File: config.mk
export PLATFORM = sky130hd
export DESIGN_NAME = svr_ref_ctrl
export DESIGN_NICKNAME = d
export VERILOG_FILES = /design/src/design/svr_ref_ctrl.v /design/src/design/svr_vid_rx.v
export VERILOG_INCLUDE_DIRS = /design/src /design/src/inc
export SDC_FILE = /design/constraint.sdc
export NUM_CORES = 1
export LEC_CHECK = 0
export BUFFER_PORTS_ARGS = -buffer_cell sky130_fd_sc_hd__buf_2
export CORE_ASPECT_RATIO = 1.4
export CORE_MARGIN = 4
export CORE_UTILIZATION = 38
export DETAILED_ROUTE_END_ITERATION = 10
export GPL_ROUTABILITY_DRIVEN = 0
export PLACE_DENSITY = 0.57
export SLEW_MARGIN = 20
export SYNTH_ARGS = -nofsm -noshare
export SYNTH_HDL_FRONTEND = slang
export SYNTH_SLANG_ARGS = --single-unit
File: constraint.sdc
create_clock -name i_clk -period 3.2 [get_ports i_clk]
set_input_delay 0 -clock i_clk [delete_from_list [all_inputs] [get_ports i_clk]]
set_output_delay 0 -clock i_clk [all_outputs]
set_load 0.02 [all_outputs]
File: src/inc/svr_consts.vh
// Constants for the serial VID reference control block.
`ifndef SVR_CONSTS_VH
`define SVR_CONSTS_VH

// ----------------------------------------------------------------
// Register byte offsets on the AXI4-Lite slave
// ----------------------------------------------------------------
`define SVR_REG_STATUS 4'h0
`define SVR_REG_REFS 4'h4
`define SVR_REG_STEP_DIV 4'h8
`define SVR_REG_LAST_CMD 4'hC

// ----------------------------------------------------------------
// Status register field positions
// ----------------------------------------------------------------
`define SVR_ST_POWER_GOOD 0
`define SVR_ST_HOST_POWER_OK 1
`define SVR_ST_CORE_OFF 2
`define SVR_ST_LOW_POWER_HINT 3
`define SVR_ST_SVI_MODE 4
`define SVR_ST_STATE_LO 8
`define SVR_ST_BOOT_LO 12
`define SVR_ST_BOOT_LATCHED_LO 16

// ----------------------------------------------------------------
// Reset values and bus answers
// ----------------------------------------------------------------
`define SVR_STEP_DIV_RST 16'h0064
`define SVR_RESP_OKAY 2'h0
`define SVR_RESP_SLVERR 2'h2

// ----------------------------------------------------------------
// Voltage codes: 1.5500 V at code zero, 12.5 mV lower per step
// ----------------------------------------------------------------
`define SVR_BOOT_CODE_00 7'h24
`define SVR_BOOT_CODE_01 7'h2C
`define SVR_BOOT_CODE_10 7'h34
`define SVR_BOOT_CODE_11 7'h3C
`define SVR_OFF_CODE_MIN 7'h7C
`define SVR_SS_START_CODE 7'h7B

// ----------------------------------------------------------------
// Serial VID bus framing
// ----------------------------------------------------------------
`define SVR_ADDR_PREFIX 5'h18
`define SVR_BITS_PER_BYTE 4'h8

`endif

File: src/design/svr_ref_ctrl.v
// Reference control for the core and bridge planes with an AXI4-Lite slave.
//
// Function
// - Pins are a boot code before host power-ok, a serial bus after it.
// - After reset, decode pin pair 00/01/10/11 as 1.1/1.0/0.9/0.8 V.
// - Enable rising edge latches boot code into holding register as target.
// - Soft-start steps both plane references toward boot target, never jumping.
// - Soft-start completion drives planes_power_good high.
// - With power-ok, decode set-VID commands and step addressed planes to code.
// - Core plane switched off keeps planes_power_good asserted.
// - Bridge plane stays active while core is off; off commands are ignored.
// - Power-ok loss steps both planes back to the held boot level.
// - Without power-ok after serial mode was first entered, pins are ignored and never resampled.
// - Power-ok return holds current levels until a fresh set-VID command.
// - Code zero is 1.55 V, minus 12.5 mV per step; 7C..7F mean off.
// - Data byte bit 7 is low_power_hint, low seven bits the voltage code.
//
// Implementation choices: the register addresses and the AXI4-Lite interface to the registers.
`timescale 1ns/1ns
`include "svr_consts.vh"

module svr_ref_ctrl (
  // Clock and reset.
  input wire i_clk,
  input wire i_resetn,
  // Converter control pins.
  input wire i_enable,
  input wire i_host_power_ok,
  output reg o_planes_power_good,
  // Serial VID bus pins; data is open drain.
  input wire i_vid_bus_clock_pin,
  input wire i_vid_bus_data_pin,
  output reg o_vid_bus_data_pin,
  output reg o_vid_bus_data_pin_oe,
  // Reference targets towards the converters.
  output reg [6:0] o_core_ref_code,
  output reg [6:0] o_bridge_plane_ref_code,
  output reg o_core_off,
  output reg o_bridge_plane_off,
  output reg o_low_power_hint,
  // AXI4-Lite write channels.
  input wire [3:0] i_s_axi_awaddr,
  input wire i_s_axi_awvalid,
  output reg o_s_axi_awready,
  input wire [31:0] i_s_axi_wdata,
  input wire [3:0] i_s_axi_wstrb,
  input wire i_s_axi_wvalid,
  output reg o_s_axi_wready,
  output reg [1:0] o_s_axi_bresp,
  output reg o_s_axi_bvalid,
  input wire i_s_axi_bready,
  // AXI4-Lite read channels.
  input wire [3:0] i_s_axi_araddr,
  input wire i_s_axi_arvalid,
  output reg o_s_axi_arready,
  output reg [31:0] o_s_axi_rdata,
  output reg [1:0] o_s_axi_rresp,
  output reg o_s_axi_rvalid,
  input wire i_s_axi_rready
);

  // Soft-start begins this code; the step count is start minus boot code.
  parameter [6:0] SS_START_CODE = `SVR_SS_START_CODE;

  // --------------------------------------------------------------
  // States
  // --------------------------------------------------------------
  localparam [1:0] ST_IDLE = 2'h0;
  localparam [1:0] ST_SOFT = 2'h1;
  localparam [1:0] ST_RUN = 2'h2;

  reg [1:0] state;
  reg [1:0] en_sync;
  reg [1:0] pok_sync;
  reg [1:0] clk_sync;
  reg [1:0] dat_sync;
  reg en_prev;
  reg pok_prev;
  reg svi_seen;
  reg [1:0] boot_pins;
  reg [1:0] boot_latched;
  reg [6:0] boot_code;
  reg [6:0] core_target;
  reg [6:0] bridge_target;
  reg [15:0] step_div;
  reg [15:0] step_cnt;
  reg step_tick;
  reg [9:0] last_cmd;

  wire en_s = en_sync[1];
  wire pok_s = pok_sync[1];
  wire rx_update;
  wire rx_core_sel;
  wire rx_bridge_sel;
  wire [6:0] rx_code;
  wire rx_hint;
  wire rx_ack_oe;

  // Move one code toward a target; the reference never jumps.
  function [6:0] step_to;
    input [6:0] cur;
    input [6:0] tgt;
    begin
      if (cur < tgt) begin
        step_to = cur + 7'h01;
      end else if (cur > tgt) begin
        step_to = cur - 7'h01;
      end else begin
        step_to = cur;
      end
    end
  endfunction

  // Map the two-bit metal code onto a voltage code.
  function [6:0] boot_to_code;
    input [1:0] pins;
    begin
      case (pins)
        2'h0: boot_to_code = `SVR_BOOT_CODE_00;
        2'h1: boot_to_code = `SVR_BOOT_CODE_01;
        2'h2: boot_to_code = `SVR_BOOT_CODE_10;
        default: boot_to_code = `SVR_BOOT_CODE_11;
      endcase
    end
  endfunction

  // --------------------------------------------------------------
  // Pin synchronisers
  // --------------------------------------------------------------

  // Every pin passes two flops; only the second flop is read.
  always @(posedge i_clk) begin
    if (!i_resetn) begin
      en_sync <= 2'h0;
      pok_sync <= 2'h0;
      clk_sync <= 2'h3;
      dat_sync <= 2'h3;
    end else begin
      en_sync <= {en_sync[0], i_enable};
      pok_sync <= {pok_sync[0], i_host_power_ok};
      clk_sync <= {clk_sync[0], i_vid_bus_clock_pin};
      dat_sync <= {dat_sync[0], i_vid_bus_data_pin};
    end
  end

  // --------------------------------------------------------------
  // Serial receiver
  // --------------------------------------------------------------

  // The receiver runs only with power-ok high in the run state; otherwise the bus is not decoded.
  svr_vid_rx u_rx (
    .i_clk(i_clk),
    .i_resetn(i_resetn),
    .i_enable(pok_s & (state == ST_RUN)),
    .i_bus_clock(clk_sync[1]),
    .i_bus_data(dat_sync[1]),
    .o_update(rx_update),
    .o_core_sel(rx_core_sel),
    .o_bridge_sel(rx_bridge_sel),
    .o_voltage_code(rx_code),
    .o_low_power_hint(rx_hint),
    .o_ack_oe(rx_ack_oe)
  );

  // Open-drain data: the pin is only ever pulled low.
  always @(posedge i_clk) begin
    if (!i_resetn) begin
      o_vid_bus_data_pin <= 1'b0;
      o_vid_bus_data_pin_oe <= 1'b0;
    end else begin
      o_vid_bus_data_pin <= 1'b0;
      o_vid_bus_data_pin_oe <= rx_ack_oe;
    end
  end

  // --------------------------------------------------------------
  // Step interval divider
  // --------------------------------------------------------------

  // One-cycle tick every step_div cycles; zero is treated as one.
  always @(posedge i_clk) begin
    if (!i_resetn) begin
      step_cnt <= 16'h0000;
      step_tick <= 1'b0;
    end else if (step_cnt + 16'h0001 >= step_div) begin
      step_cnt <= 16'h0000;
      step_tick <= 1'b1;
    end else begin
      step_cnt <= step_cnt + 16'h0001;
      step_tick <= 1'b0;
    end
  end

  // --------------------------------------------------------------
  // Boot code and sequencing
  // --------------------------------------------------------------

  // Boot pins are sampled only until the serial mode has been entered once.
  always @(posedge i_clk) begin
    if (!i_resetn) begin
      boot_pins <= 2'h0;
      svi_seen <= 1'b0;
    end else begin
      if (pok_s && state == ST_RUN) begin
        svi_seen <= 1'b1;
      end
      if (!svi_seen && !pok_s) begin
        boot_pins <= {clk_sync[1], dat_sync[1]};
      end
    end
  end

  // Start-up, soft-start and serial stepping of both planes.
  always @(posedge i_clk) begin
    if (!i_resetn) begin
      state <= ST_IDLE;
      en_prev <= 1'b0;
      pok_prev <= 1'b0;
      boot_latched <= 2'h0;
      boot_code <= `SVR_BOOT_CODE_00;
      core_target <= `SVR_BOOT_CODE_00;
      bridge_target <= `SVR_BOOT_CODE_00;
      o_core_ref_code <= SS_START_CODE;
      o_bridge_plane_ref_code <= SS_START_CODE;
      o_core_off <= 1'b1;
      o_bridge_plane_off <= 1'b1;
      o_planes_power_good <= 1'b0;
      o_low_power_hint <= 1'b1;
      last_cmd <= 10'h000;
    end else begin
      en_prev <= en_s;
      pok_prev <= pok_s;
      if (!en_s) begin
        state <= ST_IDLE;
        o_core_ref_code <= SS_START_CODE;
        o_bridge_plane_ref_code <= SS_START_CODE;
        o_core_off <= 1'b1;
        o_bridge_plane_off <= 1'b1;
        o_planes_power_good <= 1'b0;
      end else begin
        case (state)
          ST_IDLE: begin
            if (!en_prev) begin
              // Once serial mode was seen the held code is reused as is.
              if (!svi_seen) begin
                boot_latched <= boot_pins;
                boot_code <= boot_to_code(boot_pins);
                core_target <= boot_to_code(boot_pins);
                bridge_target <= boot_to_code(boot_pins);
              end else begin
                core_target <= boot_code;
                bridge_target <= boot_code;
              end
              o_core_off <= 1'b0;
              o_bridge_plane_off <= 1'b0;
              state <= ST_SOFT;
            end
          end
          ST_SOFT: begin
            if (step_tick) begin
              o_core_ref_code <= step_to(o_core_ref_code, core_target);
              o_bridge_plane_ref_code <= step_to(o_bridge_plane_ref_code, bridge_target);
              if (o_core_ref_code == core_target &&
                  o_bridge_plane_ref_code == bridge_target) begin
                o_planes_power_good <= 1'b1;
                state <= ST_RUN;
              end
            end
          end
          ST_RUN: begin
            if (!pok_s) begin
              // Core plane is switched back on to regulate the boot level.
              core_target <= boot_code;
              bridge_target <= boot_code;
              o_core_off <= 1'b0;
              o_low_power_hint <= 1'b1;
            end else if (rx_update) begin
              last_cmd <= {rx_core_sel, rx_bridge_sel, rx_hint, rx_code};
              o_low_power_hint <= rx_hint;
              if (rx_core_sel) begin
                if (rx_code >= `SVR_OFF_CODE_MIN) begin
                  o_core_off <= 1'b1;
                end else begin
                  core_target <= rx_code;
                  o_core_off <= 1'b0;
                end
              end
              // An off code for the bridge plane is ignored.
              if (rx_bridge_sel && rx_code < `SVR_OFF_CODE_MIN) begin
                bridge_target <= rx_code;
              end
            end
            // Returning power-ok changes no target by itself.
            if (step_tick) begin
              o_core_ref_code <= step_to(o_core_ref_code, core_target);
              o_bridge_plane_ref_code <= step_to(o_bridge_plane_ref_code, bridge_target);
            end
          end
          default: begin
            state <= ST_IDLE;
          end
        endcase
      end
    end
  end

  // --------------------------------------------------------------
  // AXI4-Lite slave
  // --------------------------------------------------------------

  reg aw_held;
  reg w_held;
  reg [3:0] aw_addr;
  reg [31:0] w_data;
  reg [3:0] w_strb;
  reg [31:0] rd_word;
  reg rd_hit;

  // Address and data are taken in either order; response follows both.
  always @(posedge i_clk) begin
    if (!i_resetn) begin
      aw_held <= 1'b0;
      w_held <= 1'b0;
      aw_addr <= 4'h0;
      w_data <= 32'h00000000;
      w_strb <= 4'h0;
      o_s_axi_awready <= 1'b0;
      o_s_axi_wready <= 1'b0;
      o_s_axi_bvalid <= 1'b0;
      o_s_axi_bresp <= `SVR_RESP_OKAY;
      step_div <= `SVR_STEP_DIV_RST;
    end else begin
      o_s_axi_awready <= ~aw_held & ~o_s_axi_awready & ~o_s_axi_bvalid;
      o_s_axi_wready <= ~w_held & ~o_s_axi_wready & ~o_s_axi_bvalid;
      if (o_s_axi_awready && i_s_axi_awvalid) begin
        aw_held <= 1'b1;
        aw_addr <= i_s_axi_awaddr;
        o_s_axi_awready <= 1'b0;
      end
      if (o_s_axi_wready && i_s_axi_wvalid) begin
        w_held <= 1'b1;
        w_data <= i_s_axi_wdata;
        w_strb <= i_s_axi_wstrb;
        o_s_axi_wready <= 1'b0;
      end
      if (aw_held && w_held && !o_s_axi_bvalid) begin
        aw_held <= 1'b0;
        w_held <= 1'b0;
        o_s_axi_bvalid <= 1'b1;
        if (aw_addr == `SVR_REG_STEP_DIV) begin
          o_s_axi_bresp <= `SVR_RESP_OKAY;
          if (w_strb[0]) begin
            step_div[7:0] <= w_data[7:0];
          end
          if (w_strb[1]) begin
            step_div[15:8] <= w_data[15:8];
          end
        end else if (aw_addr == `SVR_REG_STATUS || aw_addr == `SVR_REG_REFS ||
                     aw_addr == `SVR_REG_LAST_CMD) begin
          o_s_axi_bresp <= `SVR_RESP_OKAY;
        end else begin
          o_s_axi_bresp <= `SVR_RESP_SLVERR;
        end
      end else if (o_s_axi_bvalid && i_s_axi_bready) begin
        o_s_axi_bvalid <= 1'b0;
      end
    end
  end

  // Read decode of the block's live state.
  always @* begin
    rd_word = 32'h00000000;
    rd_hit = 1'b1;
    case (i_s_axi_araddr)
      `SVR_REG_STATUS: begin
        rd_word[`SVR_ST_POWER_GOOD] = o_planes_power_good;
        rd_word[`SVR_ST_HOST_POWER_OK] = pok_s;
        rd_word[`SVR_ST_CORE_OFF] = o_core_off;
        rd_word[`SVR_ST_LOW_POWER_HINT] = o_low_power_hint;
        rd_word[`SVR_ST_SVI_MODE] = svi_seen;
        rd_word[`SVR_ST_STATE_LO +: 2] = state;
        rd_word[`SVR_ST_BOOT_LO +: 2] = boot_pins;
        rd_word[`SVR_ST_BOOT_LATCHED_LO +: 2] = boot_latched;
      end
      `SVR_REG_REFS: begin
        rd_word = {1'b0, bridge_target, 1'b0, core_target,
                   1'b0, o_bridge_plane_ref_code, 1'b0, o_core_ref_code};
      end
      `SVR_REG_STEP_DIV: begin
        rd_word = {16'h0000, step_div};
      end
      `SVR_REG_LAST_CMD: begin
        rd_word = {22'h000000, last_cmd};
      end
      default: begin
        rd_hit = 1'b0;
      end
    endcase
  end

  // Read channel: one read at a time, data held until taken.
  always @(posedge i_clk) begin
    if (!i_resetn) begin
      o_s_axi_arready <= 1'b0;
      o_s_axi_rvalid <= 1'b0;
      o_s_axi_rdata <= 32'h00000000;
      o_s_axi_rresp <= `SVR_RESP_OKAY;
    end else begin
      o_s_axi_arready <= ~o_s_axi_arready & ~o_s_axi_rvalid;
      if (o_s_axi_arready && i_s_axi_arvalid) begin
        o_s_axi_arready <= 1'b0;
        o_s_axi_rvalid <= 1'b1;
        o_s_axi_rdata <= rd_word;
        o_s_axi_rresp <= rd_hit ? `SVR_RESP_OKAY : `SVR_RESP_SLVERR;
      end else if (o_s_axi_rvalid && i_s_axi_rready) begin
        o_s_axi_rvalid <= 1'b0;
      end
    end
  end

endmodule

File: src/design/svr_vid_rx.v
// Serial VID bus receiver that turns each set-VID frame into one update.
`timescale 1ns/1ns
`include "svr_consts.vh"

module svr_vid_rx (
  // Clock and reset.
  input wire i_clk,
  input wire i_resetn,
  // Synchronised bus levels and mode.
  input wire i_enable,
  input wire i_bus_clock,
  input wire i_bus_data,
  // Decoded update.
  output reg o_update,
  output reg o_core_sel,
  output reg o_bridge_sel,
  output reg [6:0] o_voltage_code,
  output reg o_low_power_hint,
  // Acknowledge drive on the data pin.
  output reg o_ack_oe
);

  reg clock_prev;
  reg data_prev;
  reg active;
  reg addr_ok;
  reg got_data;
  reg byte_idx;
  reg [3:0] bit_cnt;
  reg [7:0] shreg;

  wire clock_rise = i_bus_clock & ~clock_prev;
  wire clock_fall = ~i_bus_clock & clock_prev;
  wire start_seen = i_bus_clock & clock_prev & data_prev & ~i_bus_data;
  wire stop_seen = i_bus_clock & clock_prev & ~data_prev & i_bus_data;

  // Frame decoder: address byte then data byte, each acknowledged.
  // A frame that is not addressed to us is dropped at its first byte.
  always @(posedge i_clk) begin
    o_update <= 1'b0;
    if (!i_resetn || !i_enable) begin
      clock_prev <= 1'b1;
      data_prev <= 1'b1;
      active <= 1'b0;
      addr_ok <= 1'b0;
      got_data <= 1'b0;
      byte_idx <= 1'b0;
      bit_cnt <= 4'h0;
      shreg <= 8'h00;
      o_ack_oe <= 1'b0;
      o_core_sel <= 1'b0;
      o_bridge_sel <= 1'b0;
      o_voltage_code <= 7'h00;
      o_low_power_hint <= 1'b1;
    end else begin
      clock_prev <= i_bus_clock;
      data_prev <= i_bus_data;
      if (start_seen) begin
        active <= 1'b1;
        addr_ok <= 1'b0;
        got_data <= 1'b0;
        byte_idx <= 1'b0;
        bit_cnt <= 4'h0;
        o_ack_oe <= 1'b0;
      end else if (stop_seen) begin
        o_update <= active & got_data;
        active <= 1'b0;
        o_ack_oe <= 1'b0;
      end else if (active && clock_rise && bit_cnt != `SVR_BITS_PER_BYTE) begin
        shreg <= {shreg[6:0], i_bus_data};
        bit_cnt <= bit_cnt + 4'h1;
      end else if (active && clock_fall) begin
        if (o_ack_oe) begin
          o_ack_oe <= 1'b0;
          bit_cnt <= 4'h0;
          byte_idx <= 1'b1;
        end else if (bit_cnt == `SVR_BITS_PER_BYTE) begin
          if (!byte_idx) begin
            if (shreg[7:3] == `SVR_ADDR_PREFIX && !shreg[0]) begin
              addr_ok <= 1'b1;
              o_core_sel <= shreg[2];
              o_bridge_sel <= shreg[1];
              o_ack_oe <= 1'b1;
            end else begin
              active <= 1'b0;
            end
          end else if (addr_ok && !got_data) begin
            o_low_power_hint <= shreg[7];
            o_voltage_code <= shreg[6:0];
            got_data <= 1'b1;
            o_ack_oe <= 1'b1;
          end else begin
            active <= 1'b0;
          end
        end
      end
    end
  end

endmodule

Word-level counts from Yosys, hierarchy flattened
Index checks and enable logic that the tools add are counted.
{"block": "word_totals", "reg_bits": 194, "input_bits": 55, "out_inout_bits": 61, "word_cells": 260}
{"block": "classes", "addsub": 6, "order_cmp": 7, "n_eq_ne": 27, "n_mux": 62, "bitwise_logic": 34, "n_reduce_logical": 73}
{"cell": "two-way mux 7 bit", "n": 13}
{"cell": "one-hot mux 7 bit (2 select lines)", "n": 2}
{"cell": "two-way mux 1 bit", "n": 27}
{"cell": "AND reduction 3 bit", "n": 9}
{"cell": "== test 4 bit, second input constant", "n": 5}
{"cell": "inverter 1 bit", "n": 20}
{"cell": "one-hot mux 5 bit (4 select lines)", "n": 1}
{"cell": "AND reduction 4 bit", "n": 5}
{"cell": "adder 16 x 1 -> 16 bit, second input constant", "n": 1}
{"cell": ">= comparator 16 bit", "n": 1}
{"cell": "logical AND 1 bit", "n": 16}
{"cell": "AND reduction 8 bit", "n": 2}
{"cell": "one-hot mux 5 bit (3 select lines)", "n": 1}
{"cell": "adder 7 x 1 -> 7 bit, second input constant", "n": 2}
{"cell": "bitwise AND 1 bit", "n": 14}
{"cell": "== test 7 bit", "n": 2}
{"cell": "greater-than comparator 7 bit", "n": 2}
{"cell": "< comparator 7 bit", "n": 2}
{"cell": "AND reduction 7 bit", "n": 2}
{"cell": "nonzero test 2 bit", "n": 7}
{"cell": "OR reduction 2 bit", "n": 7}
{"cell": "subtractor 7 x 1 -> 7 bit, second input constant", "n": 2}
{"cell": "two-way mux 13 bit", "n": 1}
{"cell": "two-way mux 2 bit", "n": 6}
{"cell": "30 further kinds", "n": 59}

Depth between registers and ports, before layout
Gate-level depths: netlist of run 1.
{"block": "depth", "depth_word": 10, "depth_mapped": 13, "mapped_depth_nobuf": 13}

Hierarchy
Synthesis of run 1 repeated with hierarchy kept, for this count alone.
{"block": "unflattened", "cells_unflattened": 965, "hier_area_um2": 8735.9}
{"module": "svr_ref_ctrl", "n_inst": 1, "cells_each": 817, "area_each_um2": 7432.1, "seq_area_each_um2": 3203.1}
{"module": "svr_vid_rx", "n_inst": 1, "cells_each": 148, "area_each_um2": 1303.8, "seq_area_each_um2": 600.6}

Least setup slack after synthesis of run 1
No wires, ideal clock.
{"block": "synth_timing", "path_type": "register to register", "startpoint": "register o_core_ref_code[2]", "endpoint": "register o_core_ref_code[6]", "setup_time_ps": 62, "t_arrival_ps": 2742, "required_time_ps": 3138, "path_slack_ps": 396, "path_stages_with_launch": 13, "n_path_buf": 0, "synth_period_minus_slack_ps": 2804, "path_cell_list": "dfxtp_1 > ha_1 > a21oi_1 > o21ai_0 > a21oi_1 > inv_1 > ha_1 > nor2b_1 > o31ai_1 > a21oi_1 > xor2_1 > or3_1 > nand3_1"}
{"block": "synth_via", "elab_chain_cells": 3, "elab_cells_between_ends": 8, "cone_classes": "2 x add/sub; 2 x order compare; 2 x mux; 2 x reduce/logical"}
{"element": "start, declared", "line": "svr_ref_ctrl.v:36", "text": "output reg [6:0] o_core_ref_code,"}
{"element": "start signal, assigned", "line": "svr_ref_ctrl.v:261", "text": "o_core_ref_code <= step_to(o_core_ref_code, core_target);"}
{"element": "start signal, assigned", "line": "svr_ref_ctrl.v:295", "text": "o_core_ref_code <= step_to(o_core_ref_code, core_target);"}
{"element": "subtractor 7 x 1 -> 7 bit, or another cell as far along", "line": "svr_ref_ctrl.v:107", "text": "step_to = cur - 7'h01;"}
{"element": "two-way mux 7 bit or nonzero test 2 bit (tied branches)"}
{"element": "two-way mux 7 bit or AND reduction 3 bit (tied branches)"}
Several ways; a longest one is shown, not always the timed one. The select of a mux whose other input is x is not followed.
A chain may end at the register's enable or synchronous reset.

Final worst setup path of run 1
{"block": "layout_timing", "startpoint": "register o_bridge_plane_ref_code[4]", "endpoint": "register o_bridge_plane_ref_code[6]"}
{"block": "layout_via", "elab_chain_cells": 3, "elab_cells_between_ends": 8, "cone_classes": "2 x add/sub; 2 x order compare; 2 x mux; 2 x reduce/logical"}
{"element": "start, declared", "line": "svr_ref_ctrl.v:37", "text": "output reg [6:0] o_bridge_plane_ref_code,"}
{"element": "start signal, assigned", "line": "svr_ref_ctrl.v:262", "text": "o_bridge_plane_ref_code <= step_to(o_bridge_plane_ref_code, bridge_target);"}
{"element": "start signal, assigned", "line": "svr_ref_ctrl.v:296", "text": "o_bridge_plane_ref_code <= step_to(o_bridge_plane_ref_code, bridge_target);"}
{"element": "subtractor 7 x 1 -> 7 bit, or another cell as far along", "line": "svr_ref_ctrl.v:107"}
{"element": "two-way mux 7 bit or nonzero test 2 bit (tied branches)"}
{"element": "two-way mux 7 bit or AND reduction 3 bit (tied branches)"}
Several ways; a longest one is shown, not always the timed one. The select of a mux whose other input is x is not followed.

==> results of run 1 <==
==> final timing paths <==
kind         depth (start not counted)                    endpoint  slack [ns]                        from
min reg2reg                          1                 clk_sync[1]        0.42                 clk_sync[0]
max                                 11  o_bridge_plane_ref_code[6]        0.29  o_bridge_plane_ref_code[4]
max reg2reg                         11  o_bridge_plane_ref_code[6]        0.29  o_bridge_plane_ref_code[4]
min                                  3            o_s_axi_rdata[7]        0.12           i_s_axi_araddr[3]
==> cells by family (layout without fill, tap and decap cells) <==
group / after synthesis / after routing
AND/OR/NAND/NOR: 340 / 340
other: 1 / 5
XOR/XNOR: 27 / 27
multiplexers: 50 / 50
flip-flops: 190 / 190
buffers and inverters: 91 / 222
AO/OA/AOI/OAI: 194 / 194
adder cells (fa/ha/maj): 48 / 48
==> per-stage QoR <==
step | setup slack [ns] | std cells | instance area, µm²
2_1_floorplan | 0.3957 | 945 | 8707
5_1_grt | 0.1087 | 1377 | 10420
3_3_place_gp | 0.3299 | 1307 | 9438
6_report | 0.2909 | 1377 | 10420
4_1_cts | 0.2814 | 1377 | 10420
3_5_place_dp | 0.3130 | 1307 | 9438
==> cell usage after synthesis, drive strengths merged (3+ instances only) <==
library cell,number
a211oi,4
nand3b,3
a21o,12
nand2b,11
a22o,5
and2,11
o311ai,5
mux2i,43
nor2b,62
and3,7
o21ai,32
xor2,14
a22oi,33
nor3,7
o21bai,3
ha,46
buf,19
nand3,21
nand4,3
a21oi,30
inv,46
nand2,130
nor2,57
mux4,7
o211ai,5
nor4,5
or2,5
a21boi,44
a31oi,3
and4,6
or3,5
xnor2,13
dfxtp,190
clkbuf,26
o211a,6
==> power by group <==
part	leakage, µW	internal, µW	switching [µW]
sequential	0.00154	2410	36.7
combinational	0.00259	145	168
clock	0.000294	1130	1050
total	0.00442	3680	1250
==> worst max-delay path, cell delays in order (launching register included) <==
cell and delay [ns]:
dfxtp_1 0.46, ha_1 0.28, a21oi_1 0.15, o21ai_0 0.13
a21o_1 0.27, fa_1 0.46, a211oi_1 0.32, o21bai_1 0.12
a21oi_1 0.18, xor2_1 0.09, or3_1 0.31, nand3_1 0.08
==> metal layers <==
| metal | vias to the layer above | track usage (%) | part of all wire [%] |
|---|---|---|---|
| met3 | 27 | 3.391 | 3.7 |
| li1 | 3488 | - | - |
| met5 | - | 0 | 0 |
| met1 | 3186 | 21.87 | 44 |
| met4 | 0 | 5.702 | 1.9 |
| met2 | 117 | 30.00 | 50 |
==> area by class of cell <==
cell class | instances | area [µm²] | area share, %
well taps | 301 | 376.6 | 3.616
flip-flops and latches | 190 | 3804 | 36.52
clock inverters | 14 | 168.9 | 1.622
multi-input cells | 664 | 4517 | 43.36
clock buffers | 18 | 429.2 | 4.120
repair buffers | 144 | 948.4 | 9.105
inverters | 46 | 172.7 | 1.658
==> flip-flops by register name (all words and copies together), names as in the netlist, 4 cells and up <==
register,cells
aw_addr,4
core_target,7
w_data,16
bridge_target,7
step_cnt,16
boot_code,7
u_rx.shreg,8
last_cmd,10
u_rx.o_voltage_code,7
o_s_axi_rdata,30
o_bridge_plane_ref_code,7
u_rx.bit_cnt,4
step_div,16
o_core_ref_code,7
==> repair_timing <==
action / 4_1_cts / 5_1_grt
gates resized for setup: 0 / 0
endpoints found under the hold margin: 32 / 0
hold buffers: 38 / 0
==> results.ini, run 1 <==
[synthesis]
syn_area_mm2=0.008692
ys_ff_latch=190
synthMuxAreaShare_pct=6.766
synth_fa_ha_area_share_pct=7.082
synth_area_leaders=dfxtp_1 44%, ha_1 6.6%, nand2_1 5.6%
synth_top_area_share_pct=43.76
synth_edf_count=0
ys_types=65
syn_avg_cell_area_um2=9.237
synth_compound_area_share_pct=15.47
async_flop_share_pct=0
synthSimpleGateAreaFrac_pct=19.56
synth-xor-area-share_pct=2.807
yosysSeqAreaShare_pct=43.76
synth_top_family_by_area=simple AND/OR/NAND/NOR gates
netlist_instances=941
yosysWarnings=0
synth-main-ff-cell=dfxtp_1
synth_top_area_cell=dfxtp_1

[detailed_routing]
drt_iter0_markers=294
viasPerCell=4.951
firstDrtPassIters=5
vias=6818
wl_per_cell_um=15.82
route.detailed.drc=0
ant_nets=0
wirelength_um=21790

[cells_and_area]
area_delta_synth_final_pct=19.84
drive_above_1_share_pct=15.43
nets=1166
final_cell_mix=190 x dfxtp_1, 130 x nand2_1, 91 x buf_2, 61 x nor2b_1, 52 x nor2_1
num_antenna_cells=0
fillers=2242
final_core_util_pct=46.24
final_common_cell=dfxtp_1

[place]
io_buffers=92
place.detailed.hpwl_um=16050

[cts]
clock_path_buffers=2
insertion_delay_ns=0.44
htree_levels=4
cts_root_buf=clkbuf_16
cts_tree=done
numCtsBuffers=17
clkSlewWorstSetupHoldPaths_ns=0.08
clock_sinks=190
postCtsSetupRepairBufs=0

[timing]
finalHoldViolCount=0
max_slew_margin_pct=54.05
report.final.slew_viol_count=0
report.final.setup_viol=0
tightest_slew_ns=0.6892
layout_min_cycle_time_ns=2.909
rsz0062_at_grt=no
finalCritPeriodShare_pct=90.91
max_freq_ghz=0.3438
finalClockSkew_ns=0.01816
fin_tns_setup_ns=0
whs_ns=0.1240

[global_routing]
antenna_found_initial=0
grt_max_degree=69
track_usage_pct=17.47
grt_pass1_wl_um=35220
grt_overflow_total=0
grt_pass1_vias=6691

[floorplan]
initial_core_util_pct=38.58
die-area_mm2=0.02539
die_y_um=187.0
fp.coreArea_mm2=0.02253
die_x_um=135.8
row_count=65
ios=116

[worst_hold_path]
hp-class=in2reg

[setup_path]
critical_path_class=reg2reg
cp-start-kind=register
cp_data_required_time_ns=3.57
crit_fanout=7
crit_arrival_ns=3.28
cp-end-kind=register

[power_and_ir_drop]
p_per_area_mw_per_mm2=473.4
ir_worst_vdd_v=0.0003569
power.total_uw=4931
p_leak_uw=0.004425

[flow_run]
drv_cap=0

[status]
status=finished, final reports clean

Note: power is estimated with default switching activity, not from simulation.
==> run 2: changes to the inputs <==
CORE_UTILIZATION = 50   (was 38)
PLACE_DENSITY = 0.71   (was 0.57)
==> run 2 against run 1 <==
Clock power increased by 3%. Via count grew 1.5%. Worst setup slack improved by 0.038 ns. Routed wire length shrank 3.2%. Design area decreased by 0.97%. Sequential cell count did not move. Core utilization increased by 15 points. Combinational power about the same. Clock skew fell by 0.0095 ns. Sequential power about the same. Register-to-register slack gained 0.04 ns. Worst hold slack better by 0.0078 ns. Largest power group unchanged.
==> results.ini, run 2 (synthesized netlist as in run 1, its figures left out) <==
[timing]
tightest_slew_ns=0.6945  ; was 0.6892 ns
fin_tns_setup_ns=0  ; unchanged
layout_setup_ws_ns=0.3291  ; was 0.2909 ns
finalHoldViolCount=0  ; unchanged
max_freq_ghz=0.3483  ; was 0.3438 GHz
finalCritPeriodShare_pct=89.71  ; was 90.91%
rsz0062_at_grt=no  ; unchanged
layout_min_cycle_time_ns=2.871  ; was 2.909 ns
finalClockSkew_ns=0.008687  ; was 0.01816 ns
max_slew_margin_pct=53.70  ; was 54.05%
report.final.setup_viol=0  ; unchanged
report.final.slew_viol_count=0  ; unchanged

[cts]
insertion_delay_ns=0.43  ; was 0.44 ns
cts_tree=done  ; unchanged
clock_path_buffers=2  ; unchanged
clkSlewWorstSetupHoldPaths_ns=0.07  ; was 0.08 ns
clock_sinks=190  ; unchanged
numCtsBuffers=17  ; unchanged
htree_levels=4  ; unchanged
cts_root_buf=clkbuf_16  ; unchanged

[power_and_ir_drop]
p_per_area_mw_per_mm2=483.6  ; was 473.4 mW/mm²
ir_worst_vdd_v=0.0003419  ; was 0.0003569 V
p_leak_uw=0.004403  ; was 0.004425 µW

[setup_path]
r2r_end=o_bridge_plane_ref_code[6]  ; unchanged
crit_fanout=7  ; unchanged
worstReg2RegStart=o_bridge_plane_ref_code[4]  ; unchanged
cp-end-kind=register  ; unchanged
crit_slowest_cell=dfxtp_1  ; unchanged
path_cells=ha_1, a21oi_1, o21ai_0, a21o_1, fa_1, a211oi_1, o21bai_1, a21oi_1, xor2_1, or3_1, nand3_1  ; unchanged
slowest_delay_ns=0.45  ; was 0.46 ns
critical_path_class=reg2reg  ; unchanged
worst-r2r-cell-count=11  ; unchanged
cp_data_required_time_ns=3.57  ; about the same
rrSetupSlack_ns=0.33  ; was 0.29 ns
crit_top_cell=a21oi_1  ; unchanged
crit_end=o_bridge_plane_ref_code[6]  ; unchanged
crit_arrival_ns=3.24  ; was 3.28 ns
cp-start-kind=register  ; unchanged
crit_path_start=o_bridge_plane_ref_code[4]  ; unchanged

[global_routing]
antenna_found_initial=0  ; unchanged
grt_pass1_vias=6718  ; was 6691
grt_max_degree=48  ; was 69
track_usage_pct=22.05  ; was 17.47%
grt_overflow_total=0  ; unchanged
grt_pass1_wl_um=34330  ; was 35220 µm

[cells_and_area]
final_cell_mix=190 x dfxtp_1, 130 x nand2_1, 91 x buf_2, 61 x nor2b_1, 52 x nor2_1  ; unchanged
largest_reg_flops=30  ; unchanged
top_register=o_s_axi_rdata  ; unchanged
final_common_cell=dfxtp_1  ; unchanged
drive_above_1_share_pct=15.41  ; was 15.43%
nets=1161  ; was 1166
area_delta_synth_final_pct=18.67  ; was 19.84%

[place]
io_buffers=92  ; unchanged
place.detailed.hpwl_um=15320  ; was 16050 µm
place_ws_ns=0.3389  ; was 0.3130 ns

[worst_hold_path]
holdPathStages=3  ; unchanged
hp-class=in2reg  ; unchanged

[floorplan]
die_y_um=164.0  ; was 187.0 µm
initial_core_util_pct=51.47  ; was 38.58%
row_count=56  ; was 65
ios=116  ; unchanged
die_x_um=119.4  ; was 135.8 µm
die-area_mm2=0.01959  ; was 0.02539 mm²
fp.coreArea_mm2=0.01689  ; was 0.02253 mm²

[detailed_routing]
vias=6920  ; was 6818
route.detailed.drc=0  ; unchanged
drt_iter0_markers=464  ; was 294
firstDrtPassIters=5  ; unchanged
viasPerCell=5.307  ; was 4.951
wl_per_cell_um=16.18  ; was 15.82 µm
wirelength_um=21100  ; was 21790 µm
ant_nets=0  ; unchanged

[status]
status=finished, final reports clean  ; unchanged

[flow_run]
drv_cap=0  ; unchanged

run 2: worst min-delay path by stage:
stage                       endpoint           startpoint
floorplan                clk_sync[0]  i_vid_bus_clock_pin
CTS                 o_s_axi_rdata[7]    i_s_axi_araddr[3]
detailed placement       clk_sync[0]  i_vid_bus_clock_pin
finish              o_s_axi_rdata[7]    i_s_axi_araddr[3]
global placement         dat_sync[0]   i_vid_bus_data_pin
global route        o_s_axi_rdata[7]    i_s_axi_araddr[3]
run 2: critical path: cells and delay by family (launching register included):
family / cells / cell delay [ns]
DFF: 1 / 0.45
xor gates and xnor gates: 1 / 0.09
adders and majority gates: 2 / 0.73
and+or+nand+nor: 2 / 0.39
AOI/OAI and AO/OA: 6 / 1.15
run 2: cell type report:
cell class | instances | area [µm²]
Sequential cell | 190 | 3804
Multi-Input combinational cell | 664 | 4522
Tap cell | 232 | 290.3
Fill cell | 1480 | 6571
Antenna cell | 1 | 2.502
Clock inverter | 14 | 191.4
Clock buffer | 18 | 429.2
Inverter | 46 | 172.7
Timing Repair Buffer | 139 | 903.4
run 2: stage by stage:
| step | std cells | cell area [µm²] | util (%) | power [µW] | hold WS (ns) |
|---|---|---|---|---|---|
| 2_1_floorplan | 945 | 8707 | - | 2694 | 0.1015 |
| 3_3_place_gp | 1236 | 9336 | 55.29 | 2771 | 0.1810 |
| 3_5_place_dp | 1236 | 9336 | 55.29 | 2777 | 0.1833 |
| 4_1_cts | 1303 | 10310 | 61.04 | 5020 | 0.1234 |
| 5_1_grt | 1303 | 10310 | 61.07 | 5159 | 0.1405 |
| 6_report | 1304 | 10310 | 61.08 | 4988 | 0.1317 |
run 2: layer usage:
layer	routed length, µm	up-vias	global-route usage, %
li1	-	3475	-
met1	9036	3276	26.39
met2	10720	141	39.03
met3	818	28	5.133
met4	518	0	7.295
met5	0	-	0
run 2: power breakdown:
group | total [µW] | internal [µW] | switching [µW]
sequential | 2450 | 2410 | 37.6
clock | 2230 | 1310 | 920
combinational | 313 | 144 | 170
run 2: repair_timing:
action                                 in CTS  in global routing
setup buffers                               0                  0
endpoints found under the hold margin      33                  0
hold buffers                               35                  0
setup endpoints to repair                   0                  1
resized for setup                           0                  1
==> run 3: changes to the inputs <==
CORE_ASPECT_RATIO = 1.25   (was 1.4)
PLACE_DENSITY = 0.79   (was 0.71)
==> run 3 against run 2 <==
First-iteration DRC count up 16%. Die area is essentially flat. Clock skew is 0.0018 ns higher. Total power is 2.0% lower. Combinational power rose by 3%. Critical endpoint is now step_cnt[4]. Largest power group unchanged. Highest routed layer is now met5.
==> results.ini, run 3 (synthesized netlist as in run 1, its figures left out) <==
[status]
status=finished, final reports clean  ; unchanged

[global_routing]
grt_overflow_total=0  ; unchanged
grt_pass1_wl_um=34950  ; was 34330 µm
use_met3_pct=4.224  ; was 5.133%
grt_max_degree=45  ; was 48
antenna_found_initial=2  ; was 0
busiest_layer=met2  ; unchanged
use_met2_pct=38.42  ; was 39.03%
track_usage_pct=22.14  ; was 22.05%
met1_usage_pct=26.37  ; was 26.39%
grt_pass1_vias=7058  ; was 6718

[timing]
report.final.setup_viol=0  ; unchanged
finalClockSkew_ns=0.01044  ; was 0.008687 ns
tightest_slew_ns=0.6779  ; was 0.6945 ns
layout_min_cycle_time_ns=2.950  ; was 2.871 ns
whs_ns=0.1455  ; was 0.1317 ns
report.final.slew_viol_count=0  ; unchanged
fin_tns_setup_ns=0  ; unchanged
max_freq_ghz=0.3390  ; was 0.3483 GHz
rsz0062_at_grt=no  ; unchanged
finalHoldViolCount=0  ; unchanged
max_slew_margin_pct=54.81  ; was 53.70%
finalCritPeriodShare_pct=92.18  ; was 89.71%

[power_and_ir_drop]
p_sw_uw=1132  ; was 1127 µW
pwr-share-comb_pct=6.6  ; was 6.3%
sw_frac_of_total_pct=23.15  ; was 22.60%
clkPwrFrac_pct=43.4  ; was 44.7%
p_int_uw=3758  ; was 3861 µW
p_leak_uw=0.004409  ; was 0.004403 µW
p_per_area_mw_per_mm2=475.6  ; was 483.6 mW/mm²
ir_worst_vdd_v=0.0003185  ; was 0.0003419 V
power_frac_seq_pct=50.0  ; was 49.0%

[setup_path]
crit_fanout=16  ; was 7
critical_path_class=reg2reg  ; unchanged
crit_arrival_ns=3.31  ; was 3.24 ns
cp-end-kind=register  ; unchanged
cp-start-kind=register  ; unchanged
crit_top_cell=a21o_1  ; was a21oi_1
slowest_delay_ns=0.40  ; was 0.45 ns
cp_data_required_time_ns=3.56  ; was 3.57 ns
crit_slowest_cell=dfxtp_1  ; unchanged
path_cells=and3_4, nand3_2, or3_4, xnor2_1, ha_1, a21o_1, a21o_1, a21oi_1, o211ai_1, a21o_1, nor2b_1  ; was ha_1, a21oi_1, o21ai_0, a21o_1, fa_1, a211oi_1, o21bai_1, a21oi_1, xor2_1, or3_1, nand3_1

[detailed_routing]
firstDrtPassIters=5  ; unchanged
viasPerCell=5.509  ; was 5.307
route.detailed.drc=0  ; unchanged
wl_per_cell_um=16.72  ; was 16.18 µm
vias=7128  ; was 6920
drt_iter0_markers=539  ; was 464
ant_nets=0  ; unchanged
wirelength_um=21640  ; was 21100 µm

[cells_and_area]
area_delta_synth_final_pct=18.30  ; was 18.67%
top_register=o_s_axi_rdata  ; unchanged
drive_above_1_share_pct=15.19  ; was 15.41%
final-seq-area_mm2=0.003804  ; unchanged
final_common_cell=dfxtp_1  ; unchanged
final_cell_mix=190 x dfxtp_1, 130 x nand2_1, 92 x buf_2, 61 x nor2b_1, 52 x nor2_1  ; was 190 x dfxtp_1, 130 x nand2_1, 91 x buf_2, 61 x nor2b_1, 52 x nor2_1
nets=1163  ; was 1161
multi_input_area_mm2=0.004517  ; was 0.004522 mm²
fillers=1448  ; was 1480
largest_reg_flops=30  ; unchanged

[place]
place.detailed.hpwl_um=15130  ; was 15320 µm
io_buffers=92  ; unchanged

[cts]
cts_root_buf=clkbuf_16  ; unchanged
htree_levels=4  ; unchanged
cts_resized=0  ; unchanged
clock_sinks=190  ; unchanged
clkSlewWorstSetupHoldPaths_ns=0.07  ; about the same
cts_tree=done  ; unchanged
clock_path_buffers=2  ; unchanged
insertion_delay_ns=0.44  ; was 0.43 ns
numCtsBuffers=17  ; unchanged
postCtsSetupRepairBufs=0  ; unchanged

[floorplan]
initial_core_util_pct=51.20  ; was 51.47%
row_count=53  ; was 56
die_y_um=155.4  ; was 164.0 µm
fp.coreArea_mm2=0.01698  ; was 0.01689 mm²
ios=116  ; unchanged
die-area_mm2=0.01957  ; was 0.01959 mm²
die_x_um=125.9  ; was 119.4 µm

[flow_run]
drv_cap=0  ; unchanged

[worst_hold_path]
hp-class=in2reg  ; unchanged

## run 3: layout make-up
cell class	count	area share (%)
Clock inverter	11	1.266
Clock buffer	21	4.478
Multi-Input combinational cell	664	43.93
Inverter	46	1.679
Tap cell	220	2.677
Sequential cell	190	36.99
Antenna cell	1	0.02434
Timing Repair Buffer	141	8.956
## run 3: final timing paths
| kind | start | end | slack [ns] | cells after the start |
|---|---|---|---|---|
| max reg2reg | step_cnt[2] | step_cnt[4] | 0.25 | 11 |
| min | i_s_axi_araddr[3] | o_s_axi_rdata[7] | 0.15 | 3 |
| min reg2reg | clk_sync[0] | clk_sync[1] | 0.41 | 1 |
| max | step_cnt[2] | step_cnt[4] | 0.25 | 11 |
## run 3: power by group through the flow
stage / sequential, µW / combinational, µW / clock, µW
final: 2450 / 322 / 2120
after global placement: 2500 / 271 / 0
after floorplan: 2500 / 197 / 0
after global routing: 2450 / 357 / 2250
after CTS: 2440 / 317 / 2150
after detailed placement: 2500 / 280 / 0
## run 3: per-layer routing
layer | vias to the layer above | part of all wire, %
li1 | 3480 | -
met4 | 2 | 4.0
met2 | 188 | 50
met3 | 61 | 4.9
met1 | 3397 | 41
met5 | - | 0.032
## run 3: through the flow
stage / worst slack (ns) / power, µW / area, µm² / cells / utilization, %
final: 0.2504 / 4891 / 10280 / 1294 / 60.57
after CTS: 0.3044 / 4912 / 10280 / 1293 / 60.55
after global routing: 0.06234 / 5053 / 10280 / 1294 / 60.57
after global placement: 0.3647 / 2767 / 9319 / 1224 / 54.89
after detailed placement: 0.3316 / 2778 / 9319 / 1224 / 54.89
after floorplan: 0.3957 / 2694 / 8707 / 945 / -
## run 3: timing repair
action                                  4_1_cts  5_1_grt
hold endpoints to repair                     32        0
hold buffers                                 37        0
endpoints found under the setup margin        0        0
## run 3: critical path, delay by kind of cell, from the launching register on
kind                     cells  cell delay (ns)
AND/OR/NAND/NOR              4             0.93
adder cells (fa/ha/maj)      1             0.29
XOR/XNOR                     1             0.23
AO/OA/AOI/OAI                5             1.03
flip-flops                   1             0.40
